**config.mk**
```make
export PLATFORM = sky130hd
export DESIGN_NAME = inac_regs
export DESIGN_NICKNAME = d
export VERILOG_FILES = /design/src/logic/inac_pkg.sv /design/src/logic/inac_regs.sv
export VERILOG_INCLUDE_DIRS = /design/src /design/src/logic
export SDC_FILE = /design/constraint.sdc
export NUM_CORES = 1
export LEC_CHECK = 0
export ABC_CLOCK_PERIOD_IN_PS = 7900
export BUFFER_PORTS_ARGS = -buffer_cell sky130_fd_sc_hd__buf_2
export CAP_MARGIN = 20
export CORE_MARGIN = 1
export CORE_UTILIZATION = 31
export DETAILED_ROUTE_END_ITERATION = 6
export SLEW_MARGIN = 20
export SYNTH_ARGS = -nofsm -noshare
export SYNTH_HDL_FRONTEND = slang
export SYNTH_SLANG_ARGS = --single-unit
```
**constraint.sdc**
```tcl
create_clock -name core_clk -period 7.9 [get_ports core_clk]
set_clock_uncertainty 0.05 [all_clocks]
set_input_delay 1.58 -clock core_clk [delete_from_list [all_inputs] [get_ports core_clk]]
set_output_delay 1.58 -clock core_clk [all_outputs]
set_load 0.1 [all_outputs]
```
**src/logic/inac_params.svh**
```systemverilog
// constants for the indirect memory access and control register bank
`ifndef INAC_PARAMS_SVH
`define INAC_PARAMS_SVH
// ------------------------------------------------------------
// register offsets
// ------------------------------------------------------------
`define INAC_OFS_NULL 6'h00
`define INAC_OFS_WLOC 6'h02
`define INAC_OFS_WUP 6'h04
`define INAC_OFS_WLO 6'h06
`define INAC_OFS_WCTL 6'h08
`define INAC_OFS_RLOC 6'h0a
`define INAC_OFS_RCTL 6'h0c
`define INAC_OFS_RUP 6'h0e
`define INAC_OFS_RLO 6'h10
`define INAC_OFS_CTRL 6'h1e
// ------------------------------------------------------------
// field positions
// ------------------------------------------------------------
`define INAC_BIT_START 15
`define INAC_BIT_BUSY 8
`define INAC_BIT_DONE 0
`define INAC_BIT_CLS 10
`define INAC_BIT_CLW 9
`define INAC_BIT_CLE 8
`define INAC_SEL_HI 15
`define INAC_SEL_LO 12
`define INAC_NVM_LAST 8'h1f
`define INAC_SHD_FIRST 8'h40
`define INAC_SHD_LAST 8'h5f
// ------------------------------------------------------------
// action codes and trigger bytes
// ------------------------------------------------------------
`define INAC_ACT_NONE 4'h0
`define INAC_ACT_MLOW 4'h1
`define INAC_ACT_MHIGH 4'h2
`define INAC_ACT_TURNS 4'h4
`define INAC_ACT_RELOAD 4'h5
`define INAC_ACT_NONE2 4'h6
`define INAC_ACT_HRST 4'h7
`define INAC_ACT_FST 4'h9
`define INAC_ACT_LBT 4'ha
`define INAC_ACT_BOTH 4'hb
`define INAC_TRIG_UNLK 8'ha5
`define INAC_TRIG_TURNS 8'h46
`define INAC_TRIG_TEST 8'hb9
// ------------------------------------------------------------
// timing
// ------------------------------------------------------------
`define INAC_CLK_MHZ 125
`define INAC_NVM_WR_US 24000
`define INAC_NVM_RD_US 2
`define INAC_NVM_WR_CYC (`INAC_NVM_WR_US * `INAC_CLK_MHZ)
`define INAC_NVM_RD_CYC (`INAC_NVM_RD_US * `INAC_CLK_MHZ)
`define INAC_SHD_CYC 1
// cycles before the two-flop busy level can be trusted after a trigger
`define INAC_ACT_SETTLE 3'h4
`endif

```
**src/logic/inac_pkg.sv**
```systemverilog
// types for the indirect memory access and control register bank
`default_nettype none
package inac_pkg;
  typedef enum logic [1:0] {
    INAC_IDLE = 2'b00,
    INAC_RUN = 2'b01,
    INAC_END = 2'b11
  } inac_op_t;
endpackage
`default_nettype wire

```
**src/logic/inac_regs.sv**
```systemverilog
// register bank with indirect memory access and device control
`include "inac_params.svh"
`timescale 1ns/1ps
`default_nettype none
module inac_regs
  import inac_pkg::*;
#(
  parameter int WR_CYC = `INAC_NVM_WR_CYC,
  parameter int RD_CYC = `INAC_NVM_RD_CYC
) (
  input wire logic core_clk,
  input wire logic nrst,
  input wire logic reg_wr,
  input wire logic reg_rd,
  input wire logic [5:0] reg_addr,
  input wire logic [15:0] reg_wdata,
  output logic [15:0] reg_rdata,
  input wire logic unlocked,
  output logic mem_wr_req,
  output logic [7:0] mem_wr_loc,
  output logic [31:0] mem_wr_word,
  output logic mem_rd_req,
  output logic [7:0] mem_rd_loc,
  input wire logic [31:0] mem_rd_word,
  output logic act_mlow,
  output logic act_mhigh,
  output logic act_turns_rst,
  output logic act_reload,
  output logic act_hard_rst,
  output logic act_fst,
  output logic act_lbt,
  input wire logic act_busy,
  output logic act_done_flag,
  input wire logic boot_done_evt,
  output logic boot_done_flag,
  output logic warn_clr,
  output logic err_clr
);
  // ------------------------------------------------------------
  // decode
  // ------------------------------------------------------------
  // true when a location falls in the nonvolatile range (at or below INAC_NVM_LAST)
  function automatic logic inac_is_nvm(input logic [7:0] loc);
    inac_is_nvm = (loc <= `INAC_NVM_LAST);
  endfunction

  function automatic logic inac_hit(input logic [5:0] a, input logic [5:0] ofs);
    inac_hit = (a == ofs);
  endfunction

  logic [7:0] wr_loc;
  logic [15:0] wr_word_upper;
  logic [15:0] wr_word_lower;
  logic [7:0] rd_loc;
  logic [15:0] rd_word_upper;
  logic [15:0] rd_word_lower;
  logic [3:0] act_sel;
  inac_op_t wr_state;
  inac_op_t rd_state;
  logic [31:0] wr_cnt;
  logic [31:0] rd_cnt;
  logic wr_done;
  logic rd_done;
  logic act_run;
  logic act_sync1;
  logic act_sync2;
  logic boot_sync1;
  logic boot_sync2;
  logic boot_prev;
  logic do_wr_start;
  logic do_rd_start;
  logic do_ctrl;
  logic do_trig;
  logic trig_ok;
  logic [2:0] act_wait;
  logic act_end;

  assign do_ctrl = reg_wr && inac_hit(reg_addr, `INAC_OFS_CTRL);
  // start is only accepted while idle
  assign do_wr_start = reg_wr && inac_hit(reg_addr, `INAC_OFS_WCTL) &&
    reg_wdata[`INAC_BIT_START] && (wr_state == INAC_IDLE);
  assign do_rd_start = reg_wr && inac_hit(reg_addr, `INAC_OFS_RCTL) &&
    reg_wdata[`INAC_BIT_START] && (rd_state == INAC_IDLE);

  // ------------------------------------------------------------
  // address and data holding registers
  // ------------------------------------------------------------
  // location and data words written by the host
  always_ff @(posedge core_clk or negedge nrst) begin
    if (!nrst) begin
      wr_loc <= 8'h00;
      wr_word_upper <= 16'h0000;
      wr_word_lower <= 16'h0000;
      rd_loc <= 8'h00;
    end else if (reg_wr) begin
      if (inac_hit(reg_addr, `INAC_OFS_WLOC)) begin
        wr_loc <= reg_wdata[7:0];
      end
      if (inac_hit(reg_addr, `INAC_OFS_WUP)) begin
        wr_word_upper <= reg_wdata;
      end
      if (inac_hit(reg_addr, `INAC_OFS_WLO)) begin
        wr_word_lower <= reg_wdata;
      end
      if (inac_hit(reg_addr, `INAC_OFS_RLOC)) begin
        rd_loc <= reg_wdata[7:0];
      end
    end
  end

  // ------------------------------------------------------------
  // indirect write engine
  // ------------------------------------------------------------
  // nonvolatile write waits the long programming time, shadow one cycle
  always_ff @(posedge core_clk or negedge nrst) begin
    if (!nrst) begin
      wr_state <= INAC_IDLE;
      wr_cnt <= 32'h0000_0000;
      wr_done <= 1'b0;
      mem_wr_req <= 1'b0;
      mem_wr_loc <= 8'h00;
      mem_wr_word <= 32'h0000_0000;
    end else begin
      mem_wr_req <= 1'b0;
      case (wr_state)
        INAC_IDLE: begin
          if (do_wr_start) begin
            wr_state <= INAC_RUN;
            wr_done <= 1'b0;
            mem_wr_req <= 1'b1;
            mem_wr_loc <= wr_loc;
            mem_wr_word <= {wr_word_upper, wr_word_lower};
            wr_cnt <= inac_is_nvm(wr_loc) ? 32'(WR_CYC) : 32'(`INAC_SHD_CYC);
          end
        end
        INAC_RUN: begin
          if (wr_cnt <= 32'h0000_0001) begin
            wr_state <= INAC_END;
          end else begin
            wr_cnt <= wr_cnt - 32'h0000_0001;
          end
        end
        INAC_END: begin
          wr_state <= INAC_IDLE;
          wr_done <= 1'b1;
        end
        default: wr_state <= INAC_IDLE;
      endcase
    end
  end

  // ------------------------------------------------------------
  // indirect read engine
  // ------------------------------------------------------------
  // result is captured at completion and held until the next read
  always_ff @(posedge core_clk or negedge nrst) begin
    if (!nrst) begin
      rd_state <= INAC_IDLE;
      rd_cnt <= 32'h0000_0000;
      rd_done <= 1'b0;
      mem_rd_req <= 1'b0;
      mem_rd_loc <= 8'h00;
      rd_word_upper <= 16'h0000;
      rd_word_lower <= 16'h0000;
    end else begin
      mem_rd_req <= 1'b0;
      case (rd_state)
        INAC_IDLE: begin
          if (do_rd_start) begin
            rd_state <= INAC_RUN;
            rd_done <= 1'b0;
            mem_rd_req <= 1'b1;
            mem_rd_loc <= rd_loc;
            rd_cnt <= inac_is_nvm(rd_loc) ? 32'(RD_CYC) : 32'(`INAC_SHD_CYC);
          end
        end
        INAC_RUN: begin
          if (rd_cnt <= 32'h0000_0001) begin
            rd_state <= INAC_END;
          end else begin
            rd_cnt <= rd_cnt - 32'h0000_0001;
          end
        end
        INAC_END: begin
          rd_state <= INAC_IDLE;
          rd_done <= 1'b1;
          rd_word_upper <= mem_rd_word[31:16];
          rd_word_lower <= mem_rd_word[15:0];
        end
        default: rd_state <= INAC_IDLE;
      endcase
    end
  end

  // ------------------------------------------------------------
  // special actions
  // ------------------------------------------------------------
  // external busy and boot event come from outside this clock
  always_ff @(posedge core_clk or negedge nrst) begin
    if (!nrst) begin
      act_sync1 <= 1'b0;
      act_sync2 <= 1'b0;
      boot_sync1 <= 1'b0;
      boot_sync2 <= 1'b0;
      boot_prev <= 1'b0;
    end else begin
      act_sync1 <= act_busy;
      act_sync2 <= act_sync1;
      boot_sync1 <= boot_done_evt;
      boot_sync2 <= boot_sync1;
      boot_prev <= boot_sync2;
    end
  end

  // trigger byte must match the selected code; unlock where needed
  always_comb begin
    trig_ok = 1'b0;
    case (act_sel)
      `INAC_ACT_MLOW, `INAC_ACT_MHIGH, `INAC_ACT_RELOAD, `INAC_ACT_HRST:
        trig_ok = unlocked && (reg_wdata[7:0] == `INAC_TRIG_UNLK);
      `INAC_ACT_TURNS: trig_ok = (reg_wdata[7:0] == `INAC_TRIG_TURNS);
      `INAC_ACT_FST, `INAC_ACT_LBT, `INAC_ACT_BOTH:
        trig_ok = (reg_wdata[7:0] == `INAC_TRIG_TEST);
      default: trig_ok = 1'b0;
    endcase
  end
  // trigger uses the code already stored; select first, then trigger
  assign do_trig = do_ctrl && !act_run && trig_ok;
  // completion only once the settle count is over and synced busy is low
  assign act_end = act_run && (act_wait == 3'h0) && !act_sync2;

  // hold off completion: the synced busy level lags the launch pulse
  always_ff @(posedge core_clk or negedge nrst) begin
    if (!nrst) begin
      act_wait <= 3'h0;
    end else if (do_trig) begin
      act_wait <= `INAC_ACT_SETTLE;
    end else if (act_wait != 3'h0) begin
      act_wait <= act_wait - 3'h1;
    end
  end

  // action select, pulses and completion
  always_ff @(posedge core_clk or negedge nrst) begin
    if (!nrst) begin
      act_sel <= `INAC_ACT_NONE;
      act_run <= 1'b0;
      act_mlow <= 1'b0;
      act_mhigh <= 1'b0;
      act_turns_rst <= 1'b0;
      act_reload <= 1'b0;
      act_hard_rst <= 1'b0;
      act_fst <= 1'b0;
      act_lbt <= 1'b0;
    end else begin
      act_turns_rst <= 1'b0;
      act_reload <= 1'b0;
      act_hard_rst <= 1'b0;
      act_fst <= 1'b0;
      act_lbt <= 1'b0;
      if (do_trig) begin
        act_run <= 1'b1;
        act_mlow <= (act_sel == `INAC_ACT_MLOW);
        act_mhigh <= (act_sel == `INAC_ACT_MHIGH);
        act_turns_rst <= (act_sel == `INAC_ACT_TURNS);
        act_reload <= (act_sel == `INAC_ACT_RELOAD);
        act_hard_rst <= (act_sel == `INAC_ACT_HRST);
        act_fst <= (act_sel == `INAC_ACT_FST) || (act_sel == `INAC_ACT_BOTH);
        act_lbt <= (act_sel == `INAC_ACT_LBT) || (act_sel == `INAC_ACT_BOTH);
      end else if (act_end) begin
        // margining stays selected; others return to no action
        act_run <= 1'b0;
        if (act_sel != `INAC_ACT_MLOW && act_sel != `INAC_ACT_MHIGH) begin
          act_sel <= `INAC_ACT_NONE;
        end
      end else if (do_ctrl && !act_run) begin
        act_sel <= reg_wdata[`INAC_SEL_HI:`INAC_SEL_LO];
        if (reg_wdata[`INAC_SEL_HI:`INAC_SEL_LO] != act_sel) begin
          act_mlow <= 1'b0;
          act_mhigh <= 1'b0;
        end
      end
    end
  end

  // done flags: set wins over the clear
  always_ff @(posedge core_clk or negedge nrst) begin
    if (!nrst) begin
      act_done_flag <= 1'b0;
      boot_done_flag <= 1'b0;
    end else begin
      if (act_end) begin
        act_done_flag <= 1'b1;
      end else if (do_trig) begin
        act_done_flag <= 1'b0;
      end else if (do_ctrl && reg_wdata[`INAC_BIT_CLS]) begin
        act_done_flag <= 1'b0;
      end
      if (boot_sync2 && !boot_prev) begin
        boot_done_flag <= 1'b1;
      end else if (do_ctrl && reg_wdata[`INAC_BIT_CLS]) begin
        boot_done_flag <= 1'b0;
      end
    end
  end

  // clear pulses toward warning and error registers
  always_ff @(posedge core_clk or negedge nrst) begin
    if (!nrst) begin
      warn_clr <= 1'b0;
      err_clr <= 1'b0;
    end else begin
      warn_clr <= do_ctrl && reg_wdata[`INAC_BIT_CLW];
      err_clr <= do_ctrl && reg_wdata[`INAC_BIT_CLE];
    end
  end

  // ------------------------------------------------------------
  // read-back
  // ------------------------------------------------------------
  // registered read data; unmapped and null offsets read zero
  always_ff @(posedge core_clk or negedge nrst) begin
    if (!nrst) begin
      reg_rdata <= 16'h0000;
    end else if (reg_rd) begin
      case (reg_addr)
        `INAC_OFS_NULL: reg_rdata <= 16'h0000;
        `INAC_OFS_WLOC: reg_rdata <= {8'h00, wr_loc};
        `INAC_OFS_WUP: reg_rdata <= wr_word_upper;
        `INAC_OFS_WLO: reg_rdata <= wr_word_lower;
        `INAC_OFS_WCTL: reg_rdata <= {7'h00, wr_state != INAC_IDLE, 7'h00, wr_done};
        `INAC_OFS_RLOC: reg_rdata <= {8'h00, rd_loc};
        `INAC_OFS_RCTL: reg_rdata <= {7'h00, rd_state != INAC_IDLE, 7'h00, rd_done};
        `INAC_OFS_RUP: reg_rdata <= rd_word_upper;
        `INAC_OFS_RLO: reg_rdata <= rd_word_lower;
        `INAC_OFS_CTRL: reg_rdata <= {act_sel, 12'h000};
        default: reg_rdata <= 16'h0000;
      endcase
    end
  end
endmodule // inac_regs
`default_nettype wire

```
* Yosys cells after proc, flatten, opt, wreduce, memory -nomap -nowiden
Index checks and enable logic that the tools add are counted.
Operators by class: add/sub/neg operators 3, $lt $le $gt $ge 4, equality and inequality tests 35, mux-type cells 45, bitwise gates (word level) 1, reductions and logical operators 55
Operators by type and width (number):
- $pmux 16 s9 | 1
- $mux 32 | 4
- $pmux 32 s2 | 2
- $le 32x1->1 const B | 2
- $sub 32x1->32 const B | 2
- $eq 6x4->1 const B | 4
- $reduce_bool 2->1 | 12
- $mux 1 | 22
- $mux 22 | 1
- $reduce_and 2->1 | 10
- $logic_and 1x1->1 | 17
- $eq 8x8->1 const B | 2
- $le 8x5->1 const B | 2
- $ne 2x2->1 const B | 7
- $eq 4x3->1 const B | 3
- $eq 4x4->1 const B | 3
- $eq 6x3->1 const B | 2
- $eq 6x5->1 const B | 2
- $mux 4 | 3
- $reduce_and 3->1 | 4
- $eq 8x7->1 const B | 1
- $mux 2 | 4
- $mux 8 | 1
- $pmux 2 s2 | 2
- 21 further kinds | 30
Word-level totals: register bits after elaboration 240, input bits 61, word-level logic and storage cells 180

* Logic depth before layout (Yosys ltp)
depth after elaboration 6, gate-level depth with buffers 9, gate-level depth less buffers 8

* Least setup slack after synthesis
OpenSTA, ideal clock, no wires.
path type in2reg, start point input port reg_addr[3], end point register rd_cnt[10], setup time 0.125 ns, arrival time 3.534 ns, path slack 4.191 ns, stages on the path 9, path buffers 2, cells stage by stage clkbuf_1 > nor4bb_1 > a41oi_1 > or2_2 > inv_1 > o21ai_2 > buf_6 > nor4_2 > mux2_4
On the way: longest elaborated chain between the ends 6
Ends and longest elaborated chain:
- from (decl) | line inac_regs.sv:15 | input wire logic [5:0] reg_addr,
- $eq 6x4->1 | line inac_regs.sv:48 | inac_hit = (a == ofs);
- $logic_and 1x1->1 (3 in series) | line inac_regs.sv:82 | assign do_rd_start = reg_wr && inac_hit(reg_addr, `INAC_OFS_RCTL) &&
- $ne 2x2->1 (no line)
- $reduce_and 3->1 (no line)
- to (signal assigned) | line inac_regs.sv:174 | rd_cnt <= inac_is_nvm(rd_loc) ? 32'(RD_CYC) : 32'(`INAC_SHD_CYC);
- to (signal assigned) | line inac_regs.sv:181 | rd_cnt <= rd_cnt - 32'h0000_0001;
- to (decl) | line inac_regs.sv:61 | logic [31:0] rd_cnt;
No other way between the ends. A chain may end at the register's enable or synchronous reset.

* Worst setup path in the final report
Same ends and word-level chain as after synthesis.

==> impl_metrics.py <==
metrics = {
    "global_routing": {
        "grt_max_degree": 136,
        "use_met2_pct": 28.0,
        "grtUsageMet1_pct": 23.5,
        "grt-busiest-layer": "met2",
        "grt_pass1_wl_um": 48600,
        "use_met3_pct": 2.62,
        "grt_use_total_pct": 17.2,
        "overflow": 0,
        "first_global_vias": 8555,
        "grt_antenna_before_repair": 1,
    },
    "routing": {
        "drc": 0,
        "dr.pass1.iters": 5,
        "post_drt_wl_per_cell_um": 18.8,
        "ant_nets": 0,
        "dr_total_vias": 8599,
        "wl_um": 30900,
        "dr.first_iter.drc_count": 487,
        "viasPerCell": 5.22,
    },
    "setup_path": {
        "crit_start": "reg_addr[3]",
        "path_class": "in -> reg",
        "setup.worst_path.end_class": "flip-flop",
        "crit_fanout": 20,
        "rrSetupSlack_ns": 4.61,
        "required_ns": 8.28,
        "crit_path_end": "rd_cnt[10]$_DFFE_PN0P_",
        "worst_ep_arrival_time_ns": 3.89,
        "reg2reg_depth": 6,
        "r2r_end": "rd_cnt[10]$_DFFE_PN0P_",
        "start_kind": "input pin",
        "r2r-start": "rd_cnt[24]$_DFFE_PN0P_",
    },
    "floorplanning": {
        "ios": 138,
        "fp.dieH_um": 190,
        "core-area_um2": 34600,
        "initial_core_util_pct": 31.6,
        "die_area_um2": 36000,
        "die_w_um": 190,
        "rows": 68,
    },
    "synth": {
        "synth_nets": 1109,
        "yosys_register_bits": 240,
        "postSynthCellCount": 1042,
        "synth_area_leader_cell": "dfrtp_1",
        "mappedNetlistArea_um2": 10900,
        "synth_top_area_share_pct": 54.9,
        "synth_edf_count": 0,
        "synth_area_leaders": "dfrtp_1 (55%), mux2_2 (8.3%), nand2_1 (6.1%)",
        "ys.flop_type": "dfrtp_1",
        "yosysWarningCount": 0,
        "syn-mean-instance-area_um2": 10.5,
        "ys_async_sr_fraction_pct": 100,
        "synthDistinctLibCells": 64,
        "ys_seq_area_share_pct": 54.9,
    },
    "sta": {
        "slew_headroom_pct": 29.6,
        "setup_viol": 0,
        "period_share_pct": 44.4,
        "grt_setup_unrepaired": "no",
        "post-route-min-period_ns": 3.51,
        "drv_slew": 0,
        "tightest_slew_ns": 1.05,
        "fmax_mhz": 285,
        "fin_tns_setup_ns": 0,
        "hold_violations": 0,
    },
    "cells_and_area": {
        "finish.net_count": 1238,
        "multi_input_area_um2": 4640,
        "seqCellArea_um2": 6010,
        "fillers": 3405,
        "area_growth_pct": 19.7,
        "finalInstanceArea_um2": 13100,
        "drive_gt1_share_pct": 26.0,
    },
    "clocking": {
        "cts_root_buf": "clkbuf_16",
        "clk_pin_slew_ns": 0.06,
        "clock_path_buffers": 3,
        "cts_tree": "yes",
        "cts_resized": 0,
        "htreeDepth": 1,
        "holdBufCountCts": 0,
        "post-cts-setup-buffers": 0,
        "clkSinkCount": 240,
        "clock_latency_ns": 0.55,
        "cts_buffers": 27,
    },
    "place": {
        "globalplace.congestion": 0.875,
        "dp_hpwl_um": 21000,
        "port_buffers": 137,
        "dpl_cell_area_um2": 12100,
    },
    "power_and_ir_drop": {
        "pwr_density_cell_nw_per_um2": 258,
        "leakagePower_nw": 6.09,
        "vdd_ir_drop_max_mv": 0.185,
    },
    "flow_run": {
        "maxCapViolations": 0,
    },
    "run_status": {
        "outcome": "completed",
    },
    "min_path": {
        "hold_class": "reg -> reg",
    },
}
==> cell usage after synthesis (all sizes together), types with 4 or more instances <==
library cell and count:
a21o 6, a21oi 17, a222oi 4, a22o 9
a22oi 27, a31oi 5, and3 12, buf 7
clkbuf 45, dfrtp 240, ha 6, inv 32
mux2 83, mux2i 12, nand2 179, nand2b 9
nand3 6, nand3b 4, nand4 5, nor2 71
nor2b 10, nor3 29, nor3b 4, nor4 30
nor4b 8, o211ai 6, o21a 4, o21ai 48
o22ai 11, o31ai 10, or2 10, or3 14
or4 15, xnor2 20, xor2 11
==> worst max-delay path: stages <==
cell and delay [ns]:
buf_2 0.18, nor4bb_1 0.41, a41oi_1 0.31, or2_2 0.39
inv_1 0.16, o21ai_2 0.26, nor4_2 0.27, mux2_4 0.33
==> flip-flops by register name, summed over array words and instances (netlist names), 2 cells and up <==
name / count
act_sel: 4
act_wait: 3
mem_rd_loc: 8
mem_wr_loc: 8
mem_wr_word: 32
rd_cnt: 32
rd_loc: 8
rd_state: 2
rd_word_lower: 16
rd_word_upper: 16
reg_rdata: 16
wr_cnt: 32
wr_loc: 8
wr_state: 2
wr_word_lower: 16
wr_word_upper: 16
==> stage by stage <==
step                      utilization, %  instances  hold WS, ns  setup slack [ns]  total power, W
after global placement              35.0       1596        0.284              3.77         0.00209
final                               37.8       1648        0.307              4.39         0.00337
after global routing                37.8       1648        0.312              4.20         0.00354
after CTS                           37.7       1646        0.309              4.40         0.00339
after detailed placement            35.0       1596        0.292              3.81         0.00210
after floorplan                        -       1042        0.281              4.19         0.00193
==> placed cells by master (no fill, tap or decap), types with 5 or more instances in the layout <==
cell	count
or4_1	12
xnor2_1	20
nor3_1	29
xor2_1	11
nor4_2	6
nand3_1	6
clkbuf_16	27
a21oi_1	17
o22ai_1	11
nand2_1	178
buf_4	13
nor4b_1	6
nand4_1	5
dfrtp_1	240
nor2b_1	10
a21o_1	6
o211ai_1	6
o31ai_1	10
o21ai_0	45
ha_1	6
mux2_2	81
buf_2	136
a31oi_1	5
or3_1	14
or2_2	9
mux2i_1	12
clkinv_2	7
and3_1	12
clkbuf_8	6
nor4_1	24
nand2b_1	9
a22oi_1	27
nor2_1	71
inv_1	32
a22o_1	9
==> final cells by class <==
type                       count  share of cell area [%]
multi-input combinational    718                    35.4
timing repair buffer         152                    6.36
clock buffer                  35                    5.85
clock inverter                15                    1.19
sequential                   240                    45.9
antenna                        1                  0.0191
inverter                      32                   0.917
tap                          455                    4.35
==> layer usage <==
layer | vias up | share of wire [%]
met2 | 272 | 48
met1 | 4311 | 44
li1 | 3959 | -
met4 | 0 | 2.5
met5 | - | 0
met3 | 57 | 5.6
==> worst min path at each step <==
| stage | start | end | slack, ns | cells past startpoint |
|---|---|---|---|---|
| floorplan | act_sync1$_DFF_PN0_ | act_sync2$_DFF_PN0_ | 0.28 | 0 |
| global placement | boot_sync1$_DFF_PN0_ | boot_sync2$_DFF_PN0_ | 0.28 | 0 |
| detailed placement | act_sync1$_DFF_PN0_ | act_sync2$_DFF_PN0_ | 0.29 | 0 |
| CTS | act_sync1$_DFF_PN0_ | act_sync2$_DFF_PN0_ | 0.31 | 0 |
| global route | act_sync1$_DFF_PN0_ | act_sync2$_DFF_PN0_ | 0.31 | 0 |
| finish | act_sync1$_DFF_PN0_ | act_sync2$_DFF_PN0_ | 0.31 | 0 |
==> logic make-up after synthesis <==
| logic type | synth area share [%] |
|---|---|
| simple gates | 19.0 |
| flops | 54.9 |
| compound gates | 10.2 |
| mux | 9.71 |
| buf+inv | 2.96 |
| xor+xnor | 2.48 |
| fa+ha+maj | 0.686 |
==> power by group <==
part / switching [W] / internal [W] / total (W)
clock: 0.000527 / 0.000755 / 0.00128
combinational: 0.000340 / 0.000241 / 0.000581
sequential: 0.000148 / 0.00136 / 0.00151
(Power assumes the default switching activity.)
